`src/lin_mode_pkg.sv`:
```
// Package with constants, states and carrier types of the LIN mode control.
package lin_mode_pkg;

    // Clock rate of the internal timebase in hertz.
    localparam int unsigned CLK_HZ = 50_000_000;

    // Times in their own units, as specified.
    localparam int unsigned TXD_REARM_US = 10;
    localparam int unsigned DOM_TIMEOUT_MS = 20;
    localparam int unsigned WAKE_FILTER_US = 100;

    // Re-arm and timeout are least times; cycles per unit divide exactly at this clock, no rounding.
    localparam int unsigned REARM_CYCLES =
        (TXD_REARM_US * (CLK_HZ / 1_000_000));
    localparam int unsigned DOM_CYCLES =
        (DOM_TIMEOUT_MS * (CLK_HZ / 1_000));
    localparam int unsigned WAKE_CYCLES =
        (WAKE_FILTER_US * (CLK_HZ / 1_000_000));

    // Width of the shared duration counters.
    localparam int unsigned CNT_W = 21;

    // Reset values of the pin synchronisers (pull-down on enable).
    localparam logic SYNC_RST_LOW = 1'b0;
    localparam logic SYNC_RST_HIGH = 1'b1;

    // Operating modes, one-hot.
    typedef enum logic [3:0] {
        MODE_FAILSAFE = 4'b0001,
        MODE_NORMAL = 4'b0010,
        MODE_SILENT = 4'b0100,
        MODE_SLEEP = 4'b1000
    } mode_t;

    // Fail-safe source flags.
    typedef struct packed {
        logic bus_wake;
        logic local_wake;
        logic supply_uv;
    } fs_src_t;

    // Analog comparator indications.
    typedef struct packed {
        logic supply_uv;
        logic vreg_uv;
        logic over_temp;
    } analog_t;

endpackage

```
`src/lin_mode_ctrl.sv`:
```
// Mode control and transmit supervision of a LIN transceiver with regulator.
// Notes on behaviour
// Enable high selects Normal, both paths active; code ignores enable in Sleep.
// Enable falls, transmit high: Silent, regulator on.
// Enable falls, transmit low: Sleep, regulator off.
// Floating enable reads low, driver recessive.
// Local wake leaves Sleep or Silent.
// Normal: dominant only while transmit low.
// Low transmit at Normal entry blocks driver; code does not block on entry from Fail-Safe, where transmit reads high.
// Fail-Safe turns transmit pin into output.
// Transmit low over 20 ms forces recessive.
// Re-arm after timeout needs 10 us high.
// Sleep/Silent choice uses real transmit level.
// Overtemperature disables driver, regulator unaffected.
// Bus short allows sleep; release wakes.
// Supply undervoltage disables transmission.
// Power-up starts Fail-Safe, regulator enabled.
// Regulator undervoltage asserts internal reset.
// Fail-Safe source coded on transmit/receive pins.
// Filtered local wake enters Fail-Safe, transmit low.
// Silent: receive high; Normal: receive follows bus.
// Timebase measures durations; inputs synchronised.
module lin_mode_ctrl import lin_mode_pkg::*; #(
    parameter int unsigned DOM_LIMIT = DOM_CYCLES,
    parameter int unsigned REARM_LIMIT = REARM_CYCLES,
    parameter int unsigned WAKE_LIMIT = WAKE_CYCLES
) (
    // Clock and power-on reset.
    input wire logic i_clk,
    input wire logic i_resetn,
    // Host pins.
    input wire logic i_enable,
    input wire logic i_txd,
    output logic o_txd,
    output logic o_txd_oe_n,
    output logic o_rxd,
    // Wake pin and bus receiver.
    input wire logic i_local_wake_input,
    input wire logic i_bus_rx,
    // Analog comparators.
    input wire analog_t i_analog,
    // Bus driver, regulator and reset outputs.
    output logic o_bus_drive_dom,
    output logic o_vreg_on,
    output logic o_internal_reset_n
);

    mode_t mode_r;
    mode_t mode_nxt;
    fs_src_t src_r;
    analog_t ana_s;
    logic en_s;
    logic txd_s;
    logic wk_s;
    logic bus_s;
    logic en_d_r;
    logic wk_d_r;
    logic wk_armed_r;
    logic tx_blocked_r;
    logic dom_to;
    logic rearm_ok;
    logic wk_held;
    logic bus_dom_long;
    logic txd_pin;
    logic en_fall;
    logic wk_fall;

    // The transmit pin reads high when released in Fail-Safe (pull-up).
    assign txd_pin = (mode_r == MODE_FAILSAFE) ? 1'b1 : i_txd;

    // Every pin and comparator is synchronised before use.
    lin_sync2 #(.W(4), .RST_VAL(4'b0111)) u_sync_pins (
        .i_clk(i_clk),
        .i_resetn(i_resetn),
        .i_async({i_enable, txd_pin, i_local_wake_input, i_bus_rx}),
        .o_sync({en_s, txd_s, wk_s, bus_s})
    );
    lin_sync2 #(.W(3), .RST_VAL(3'b010)) u_sync_ana (
        .i_clk(i_clk),
        .i_resetn(i_resetn),
        .i_async(i_analog),
        .o_sync(ana_s)
    );

    // Dominant timeout on the transmit input.
    lin_duration #(.LIMIT(DOM_LIMIT)) u_dom (
        .i_clk(i_clk),
        .i_resetn(i_resetn),
        .i_level(!txd_s),
        .o_done(dom_to)
    );
    // High time of the transmit input that re-arms the driver.
    lin_duration #(.LIMIT(REARM_LIMIT)) u_rearm (
        .i_clk(i_clk),
        .i_resetn(i_resetn),
        .i_level(txd_s),
        .o_done(rearm_ok)
    );
    // Local wake filter.
    lin_duration #(.LIMIT(WAKE_LIMIT)) u_wake (
        .i_clk(i_clk),
        .i_resetn(i_resetn),
        .i_level(!wk_s && wk_armed_r),
        .o_done(wk_held)
    );
    // Bus wake filter; a short that is released also counts.
    lin_duration #(.LIMIT(WAKE_LIMIT)) u_bus_wake (
        .i_clk(i_clk),
        .i_resetn(i_resetn),
        .i_level(!bus_s),
        .o_done(bus_dom_long)
    );

    assign en_fall = en_d_r && !en_s;
    assign wk_fall = wk_d_r && !wk_s;

    // Edge history of enable and the wake pin.
    always_ff @(posedge i_clk or negedge i_resetn) begin
        if (!i_resetn) begin
            en_d_r <= 1'b0;
            wk_d_r <= 1'b1;
        end else begin
            en_d_r <= en_s;
            wk_d_r <= wk_s;
        end
    end

    // A local wake needs a falling edge before the low level is filtered.
    always_ff @(posedge i_clk or negedge i_resetn) begin
        if (!i_resetn) begin
            wk_armed_r <= 1'b0;
        end else if (wk_s) begin
            wk_armed_r <= 1'b0;
        end else if (wk_fall) begin
            wk_armed_r <= 1'b1;
        end else if (wk_held && mode_r != MODE_SLEEP
                     && mode_r != MODE_SILENT) begin
            wk_armed_r <= 1'b0;
        end
    end

    // Mode selection.
    always_comb begin
        mode_nxt = mode_r;
        case (mode_r)
            MODE_FAILSAFE: begin
                if (!o_internal_reset_n) begin
                    mode_nxt = MODE_FAILSAFE;
                end else if (en_s && !ana_s.supply_uv) begin
                    mode_nxt = MODE_NORMAL;
                end else if (en_fall) begin
                    mode_nxt = txd_s ? MODE_SILENT : MODE_SLEEP;
                end
            end
            MODE_NORMAL: begin
                if (en_fall) begin
                    // Raw level decides, even after a timeout.
                    mode_nxt = txd_s ? MODE_SILENT : MODE_SLEEP;
                end else if (ana_s.supply_uv) begin
                    mode_nxt = MODE_FAILSAFE;
                end
            end
            MODE_SILENT: begin
                if (en_s) begin
                    mode_nxt = MODE_NORMAL;
                end else if (wk_held || bus_dom_long && bus_s
                             || ana_s.vreg_uv) begin
                    mode_nxt = MODE_FAILSAFE;
                end
            end
            MODE_SLEEP: begin
                if (wk_held || bus_dom_long && bus_s) begin
                    mode_nxt = MODE_FAILSAFE;
                end
            end
            default: mode_nxt = MODE_FAILSAFE;
        endcase
    end

    // Mode register; power-up lands in Fail-Safe.
    always_ff @(posedge i_clk or negedge i_resetn) begin
        if (!i_resetn) begin
            mode_r <= MODE_FAILSAFE;
        end else begin
            mode_r <= mode_nxt;
        end
    end

    // Fail-Safe source flags; a new event wins over the clear.
    always_ff @(posedge i_clk or negedge i_resetn) begin
        if (!i_resetn) begin
            src_r <= '0;
        end else begin
            if (mode_nxt == MODE_NORMAL && en_s) begin
                src_r <= '0;
            end
            if (wk_held && mode_r != MODE_NORMAL) begin
                src_r.local_wake <= 1'b1;
            end
            if (bus_dom_long && bus_s && (mode_r == MODE_SLEEP
                || mode_r == MODE_SILENT)) begin
                src_r.bus_wake <= 1'b1;
            end
            if (ana_s.supply_uv && mode_r == MODE_NORMAL) begin
                src_r.supply_uv <= 1'b1;
            end
        end
    end

    // Driver block: set on Normal entry with low transmit or on timeout.
    always_ff @(posedge i_clk or negedge i_resetn) begin
        if (!i_resetn) begin
            tx_blocked_r <= 1'b1;
        end else if (mode_r != MODE_NORMAL && mode_nxt == MODE_NORMAL) begin
            tx_blocked_r <= !txd_s;
        end else if (dom_to) begin
            tx_blocked_r <= 1'b1;
        end else if (rearm_ok) begin
            tx_blocked_r <= 1'b0;
        end
    end

    // Bus driver gating.
    always_ff @(posedge i_clk or negedge i_resetn) begin
        if (!i_resetn) begin
            o_bus_drive_dom <= 1'b0;
        end else begin
            o_bus_drive_dom <= mode_r == MODE_NORMAL && !txd_s
                && !tx_blocked_r && !dom_to
                && !ana_s.over_temp
                && !ana_s.supply_uv;
        end
    end

    // Regulator and internal reset; overtemperature leaves them alone.
    always_ff @(posedge i_clk or negedge i_resetn) begin
        if (!i_resetn) begin
            o_vreg_on <= 1'b1;
            o_internal_reset_n <= 1'b0;
        end else begin
            o_vreg_on <= mode_nxt != MODE_SLEEP;
            o_internal_reset_n <= !ana_s.vreg_uv;
        end
    end

    // Receive pin and transmit pin direction.
    always_ff @(posedge i_clk or negedge i_resetn) begin
        if (!i_resetn) begin
            o_rxd <= 1'b1;
            o_txd <= 1'b1;
            o_txd_oe_n <= 1'b1;
        end else begin
            case (mode_nxt)
                MODE_NORMAL: o_rxd <= bus_s;
                MODE_FAILSAFE: o_rxd <= !(src_r.bus_wake
                    || src_r.supply_uv);
                default: o_rxd <= 1'b1;
            endcase
            o_txd_oe_n <= mode_nxt != MODE_FAILSAFE;
            o_txd <= !(src_r.bus_wake || src_r.local_wake);
        end
    end

endmodule

```
`src/lin_sync2.sv`:
```
// Two-flip-flop synchroniser for asynchronous levels.
module lin_sync2 import lin_mode_pkg::*; #(
    parameter int unsigned W = 1,
    parameter logic [W-1:0] RST_VAL = '0
) (
    // Clock and reset.
    input wire logic i_clk,
    input wire logic i_resetn,
    // Asynchronous level in, synchronised level out.
    input wire logic [W-1:0] i_async,
    output logic [W-1:0] o_sync
);

    logic [W-1:0] meta_r;

    // The first stage feeds only the second stage.
    always_ff @(posedge i_clk or negedge i_resetn) begin
        if (!i_resetn) begin
            meta_r <= RST_VAL;
            o_sync <= RST_VAL;
        end else begin
            meta_r <= i_async;
            o_sync <= meta_r;
        end
    end

endmodule

```
`src/lin_duration.sv`:
```
// Counter that reports when a level has stood for a given number of cycles.
module lin_duration import lin_mode_pkg::*; #(
    parameter int unsigned LIMIT = 500
) (
    // Clock and reset.
    input wire logic i_clk,
    input wire logic i_resetn,
    // Level to measure; the count restarts whenever it drops.
    input wire logic i_level,
    // High once the level has stood for more than LIMIT cycles.
    output logic o_done
);

    logic [CNT_W-1:0] cnt_r;

    // Counts while the level holds and saturates at the limit.
    always_ff @(posedge i_clk or negedge i_resetn) begin
        if (!i_resetn) begin
            cnt_r <= '0;
            o_done <= 1'b0;
        end else if (!i_level) begin
            cnt_r <= '0;
            o_done <= 1'b0;
        end else if (cnt_r < CNT_W'(LIMIT)) begin
            cnt_r <= cnt_r + CNT_W'(1);
            o_done <= 1'b0;
        end else begin
            o_done <= 1'b1;
        end
    end

endmodule

```
`config.mk`:
```
export PLATFORM = sky130hd
export DESIGN_NAME = lin_mode_ctrl
export DESIGN_NICKNAME = d
export VERILOG_FILES = /design/src/lin_mode_pkg.sv /design/src/lin_mode_ctrl.sv /design/src/lin_sync2.sv /design/src/lin_duration.sv
export SDC_FILE = /design/constraint.sdc
export NUM_CORES = 1
export LEC_CHECK = 0
export BUFFER_PORTS_ARGS = -buffer_cell sky130_fd_sc_hd__buf_2
export CAP_MARGIN = 25
export CORE_UTILIZATION = 40
export CTS_CLUSTER_SIZE = 24
export DETAILED_ROUTE_END_ITERATION = 10
export HOLD_SLACK_MARGIN = 0.1
export MAX_ROUTING_LAYER = met4
export PLACE_DENSITY_LB_ADDON = 0.2
export REMOVE_ABC_BUFFERS = 1
export SYNTH_ARGS = -nofsm -noshare
export SYNTH_HDL_FRONTEND = slang
export SYNTH_SLANG_ARGS = --single-unit
```
`constraint.sdc`:
```
create_clock -name i_clk -period 2.9 [get_ports i_clk]
set_input_delay 0.29 -clock i_clk [delete_from_list [all_inputs] [get_ports i_clk]]
set_output_delay 0.29 -clock i_clk [all_outputs]
set_load 0.02 [all_outputs]
```
## Word-level counts from Yosys, hierarchy flattened

Index checks and enable logic that the tools add are counted.

| operators by class | value |
|---|---|
| reduce and logical (&&, ||, !) cells | 39 |
| magnitude comparators | 4 |
| add/subtract/negate cells | 4 |
| equality and inequality tests | 13 |
| multiplexer cells | 38 |

Operators with widths:

| cell | number |
|---|---|
| 21-bit two-way mux | 8 |
| 21-bit by 1-bit adder with 21-bit output, second input constant | 4 |
| 21-bit by 13-bit less-than comparator with 1-bit output, second input constant | 2 |
| 4-bit two-way mux | 9 |
| 21-bit by 20-bit less-than comparator with 1-bit output, second input constant | 1 |
| 21-bit by 9-bit less-than comparator with 1-bit output, second input constant | 1 |
| 1-bit two-way mux | 18 |
| 1-bit logical AND | 17 |
| 4-bit case mux with 4 select lines | 1 |
| 1-bit zero test | 10 |
| 2-bit nonzero test | 5 |
| 4-bit by 1-bit == test with 1-bit output, second input constant | 2 |
| 4-bit by 2-bit == test with 1-bit output, second input constant | 2 |
| 4-bit inequality test, second input constant | 2 |
| 3-bit nonzero test | 2 |
| 1-bit logical OR | 5 |
| 4-bit by 3-bit == test with 1-bit output, second input constant | 1 |
| 4-bit == test, second input constant | 1 |
| 4-bit by 1-bit inequality test with 1-bit output, second input constant | 1 |
| 4-bit by 2-bit inequality test with 1-bit output, second input constant | 1 |
| 4-bit by 3-bit inequality test with 1-bit output, second input constant | 1 |
| 3-bit two-way mux | 1 |
| 2-bit by 1-bit inequality test with 1-bit output, second input constant | 1 |
| 2-bit inequality test, second input constant | 1 |
| 1-bit case mux with 2 select lines | 1 |

| storage, ports and cells | value |
|---|---|
| input bits | 9 |
| register bits | 119 |
| word-level logic and storage cells | 124 |

## Logic depth before layout (Yosys ltp)

| logic depth | value |
|---|---|
| depth after elaboration | 10 |
| depth in mapped cells | 6 |

## Hierarchy

From an unflattened synthesis, not the netlist that was laid out.

| second synthesis, totals | value |
|---|---|
| cells, all modules | 492 |
| area, all modules | 5,446.5 um^2 |

By module, submodules not included:

| module | instances | cells an instance | area each (um^2) |
|---|---|---|---|
| lin_duration (u_bus_wake ...) | 2 | 97 | 1,022.2 |
| lin_duration (u_dom) | 1 | 122 | 1,252.5 |
| lin_duration (u_rearm) | 1 | 82 | 927.1 |
| lin_mode_ctrl | 1 | 80 | 862.1 |
| lin_sync2 (u_sync_pins) | 1 | 8 | 207.7 |
| lin_sync2 (u_sync_ana) | 1 | 6 | 152.6 |

## Worst setup path before layout

No wires, ideal clock.

| path | value |
|---|---|
| kind | register -> register |
| start | register u_bus_wake.cnt_r[5] |
| end | register u_bus_wake.cnt_r[9] |
| setup time | 0.077 ns |
| stages on the path, launching flop included | 6 |
| data required time | 2.823 ns |
| buffers on the path | 0 |
| path slack | 1.111 ns |
| arrival time | 1.711 ns |
| path through | dfrtp_1 nor4_1 o21ai_0 or4_1 or3_1 a21oi_1 |

| between the ends | value |
|---|---|
| longest elaborated chain between the ends | 3 |
| elaborated cells between the ends (all ways) | 5 |
| those cells by class | add/sub (1); order compare (1); mux (2); reduce/logical (1) |

RTL lines:

| element | line | RTL |
|---|---|---|
| start, declared | lin_duration.sv:14 | `logic [CNT_W-1:0] cnt_r;` |
| start signal, assigned | lin_duration.sv:25 | `cnt_r <= cnt_r + CNT_W'(1);` |
| 21-bit by 1-bit adder with 21-bit output | lin_duration.sv:25 |  |
| 21-bit two-way mux | lin_duration.sv:24 | `end else if (cnt_r < CNT_W'(LIMIT)) begin` |
| 21-bit two-way mux | lin_duration.sv:21 | `end else if (!i_level) begin` |

Parallel ways exist; a longest one is shown, timed or not. The select of a mux whose other input is x is not followed.
A chain may end at the register's enable or synchronous reset.

## Worst setup path in the final report

| path | value |
|---|---|
| start | register u_dom.cnt_r[15] |
| end | register u_dom.cnt_r[13] |

| between the ends | value |
|---|---|
| longest elaborated chain between the ends | 2 |

RTL lines:

| element | line |
|---|---|
| start, declared | lin_duration.sv:14 |
| start signal, assigned | lin_duration.sv:25 |
| 21-bit by 20-bit less-than comparator with 1-bit output | lin_duration.sv:24 |
| 2-bit nonzero test (no source line) | -- |

Every way passes these cells.

==> summary.md <==
| Metric | Value |
|---|---|
| Run status | `complete, no violations` |
| Async set or reset register ratio after synthesis | `100%` |
| Internal power | `between 0.003 and 0.004 W` |
| Main synth FF type | `dfrtp_1` |
| Placer's final routability congestion estimate | `about 0.81` |
| Ys Warns | `0` |
| Worst skew pair latency | `0.41 ns` |
| Cell Area, Synth | `roughly 5200 um2` |
| TritonCTS clock tree | `yes` |
| Final ANT Viol Nets | `0` |
| CTS Sinks | `between 100 and 150` |
| Leakage power summed over all cells | `around 2.6 nW` |
| RSZ-0062 raised after global routing | `no` |
| Worst endpoint data arrival time | `2.42 ns` |
| Top Ports | `15` |
| Maximum clock path buffer count | `2` |
| Number of antenna violations at the first check in global routing | `0` |
| Number of max-cap violations | `0` |
| Port bufs | `14` |
| Mean routed wirelength per cell | `13.2 um` |
| Final hold violation count | `0` |
| Number of antenna diodes | `0` |
| Commonest non-fill, non-tap cell in the layout | `dfrtp_1` |
| Post-CTS setup repair buffer count | `0` |
| Row count | `41` |
| Sequential cell area fraction in the yosys report | `57.5%` |
| Crit. End Element | `register` |
| Pin count of the biggest net entering global routing | `120` |
| CTS clk-pin slew, worst paths | `0.05 ns` |
| All-Layer GR Usage | `16.3%` |
| Share of the clock period used by the worst path after layout | `73.7%` |
| Die Outline Area | `13500 um2` |
| Die span in x | `116 um` |
| Vias/cell | `5.06` |
| Starting density of the core | `around two fifths` |
| Floorplan core area | `approximately 13000 um2` |
| Vias after detailed routing | `3578` |
| Setup TNS Final | `0 ns` |
| Detailed placement HPWL | `5.85 mm` |
| Power density normalized to cell area | `between 700 and 800 nW/um2` |
| Startpoint kind of the worst setup timing path | `register` |
| Worst setup skew after layout | `about 0.019 ns` |
| Post-synth cell types | `47` |
| Final wirelength | `9.32 mm` |
| Seq pwr share | `43.5%` |
| Number of buffers inserted during clock tree synthesis | `17` |
| Avg Inst Size Synth | `10.5 um2` |
| Critical path type | `register to register` |
| H-tree depth | `4` |
| Psw | `0.00111 W` |
| Aggregate global routing overflow | `0` |
| Number of instances in the synthesized netlist | `495` |
| Cell area reported after detailed placement | `5470 um2` |
| Maximum vdd ir drop | `414 uV` |
| Required time of the critical path | `3.18 ns` |
| Worst slew margin relative to its limit | `41.7%` |
| Number of buffers added to fix hold violations after cts | `8` |
| Final critical path time including I/O delays and setup | `2.14 ns` |
| Path type of the worst min-delay path | `register to register` |
| Share of total power in combinational logic | `8.9%` |
| Cts repair resizes | `0` |
| Final setup violation count | `0` |
| Max Fclk | `between 0.4 and 0.5 GHz` |
| Share of power burned in the clock network | `47.6%` |
| Area delta synth->final | `18.4%` |
| Synthesis-stage register bit count | `119` |
| First-pass GRT wire length | `16.4 mm` |
| Fraction of final layout cells with drive strength greater than 1 | `between 10% and 20%` |
| Fin. max-slew vios | `0` |
| Post-layout instance area | `6170 um2` |
| Count of unresolved DRC violations after routing | `0` |
| Cell at the root of the clock tree | `clkbuf_16` |
| Switching power as a share of total power | `24.6%` |
| Die Y | `between 100 and 150 um` |
| Number of flops mapped to enable cells by yosys | `0` |
| Via count of the first global-routing pass | `3547` |
| Slew at the pin closest to its max-slew limit | `0.874 ns` |
| Top library cells by usage in the layout, fill and taps aside | `104 x dfrtp_1, 58 x nor2_1, 31 x xnor2_1, 29 x and2_1, 24 x nand2_1` |
| Post-layout net count | `approximately 540` |
| Crit-path max FO | `12` |
| Number of search-and-repair iterations in the first detailed-routing pass | `4` |
| Number of violations reported at the end of detailed-routing iteration 0 | `177` |
[layout make-up]
class	count	area [um2]
Fill cell	1189	6500
Sequential cell	119	3000
Multi-Input combinational cell	343	2090
Clock buffer	20	437
Tap cell	172	215
Timing Repair Buffer	27	203
Clock inverter	12	176
Inverter	14	52.6
[synthesized netlist by cell type, drive strengths merged (2+ instances only)]
master	count	area [um2]
nand2	24	90.1
nor4b	5	43.8
or3	7	45.1
inv	14	52.6
mux2i	3	30.0
a311oi	2	17.5
dfrtp	104	2600
a21oi	16	80.1
a21o	5	37.5
and3	3	18.8
dfstp	15	394
o211ai	4	30.0
mux2	3	33.8
nand2b	5	31.3
a21boi	2	15.0
and2	29	181
a31o	3	26.3
nor2b	21	131
xnor2	31	272
and4	3	26.3
or4	4	30.0
clkbuf	17	63.8
nor3	17	96.4
nand3	20	100
nor3b	4	30.0
a41oi	2	17.5
nor2	58	218
nand4	11	68.8
xor2	4	35.0
ha	4	50.1
nor4	22	138
buf	2	10.0
o21ai	19	95.1
[state kept, by name, summed over array words and instances, names as in the netlist, 3 cells and up]
name / cells
u_sync_pins.o_sync: 4
u_dom.cnt_r: 21
u_sync_ana.meta_r: 3
mode_r: 4
u_sync_pins.meta_r: 4
u_rearm.cnt_r: 21
u_wake.cnt_r: 21
u_sync_ana.o_sync: 3
u_bus_wake.cnt_r: 21
src_r: 3
[metrics by stage]
stage / setup WS (ns) / util [%] / power, W / hold WS [ns] / cells
finish: 0.762 / 48.7 / 0.00454 / 0.351 / 707
global placement: 0.792 / 43.1 / 0.00239 / 0.344 / 666
floorplan: 0.650 / - / 0.00223 / -0.00559 / 476
detailed placement: 0.747 / 43.2 / 0.00240 / 0.348 / 667
global route: 0.589 / 48.7 / 0.00476 / 0.360 / 707
CTS: 0.736 / 48.7 / 0.00460 / 0.354 / 707
[critical path, stage by stage (launching register included)]
cell and delay [ns]:
dfrtp_1 0.43, a211oi_1 0.28, a311oi_1 0.13, buf_4 0.20, nor4_1 0.53, nand4_1 0.17
mux2_2 0.29
[path summary, 6_finish.rpt]
kind	start	slack (ns)	depth (start not counted)	to
min in group asynchronous	i_resetn	0.54	3	u_bus_wake.cnt_r[9]
setup reg to reg	u_dom.cnt_r[15]	0.76	6	u_dom.cnt_r[13]
max in group asynchronous	i_resetn	1.93	3	o_bus_drive_dom
hold / removal	u_sync_pins.meta_r[2]	0.35	0	u_sync_pins.o_sync[2]
hold reg to reg	u_sync_pins.meta_r[2]	0.35	0	u_sync_pins.o_sync[2]
setup / recovery	u_dom.cnt_r[15]	0.76	6	u_dom.cnt_r[13]
[kinds of logic (layout without fill, tap and decap cells)]
logic type               Yosys count  after routing  synth area share, %
XOR/XNOR                          35             35                 5.89
AND/OR/NAND/NOR                  236            236                 24.4
AO/OA/AOI/OAI                     62             62                 7.54
flip-flops                       119            119                 57.5
adder cells (fa/ha/maj)            4              4                0.961
multiplexers                       6              6                 1.23
buffers and inverters             33             73                 2.43
[power by group through the flow]
stage / logic [W] / registers [W] / clock network, W
floorplan: 0.000260 / 0.00197 / 0
global placement: 0.000387 / 0.00200 / 0
detailed placement: 0.000400 / 0.00200 / 0
CTS: 0.000412 / 0.00198 / 0.00222
global route: 0.000462 / 0.00200 / 0.00230
finish: 0.000405 / 0.00197 / 0.00216
[routing by layer]
| metal | vias up | GRT usage, % | part of all wire (%) |
|---|---|---|---|
| met4 | 0 | 5.98 | 0.73 |
| li1 | 1789 | - | - |
| met3 | 6 | 4.98 | 2.4 |
| met5 | - | - | 0 |
| met2 | 42 | 23.8 | 45 |
| met1 | 1741 | 21.4 | 52 |
(Power assumes the default switching activity.)
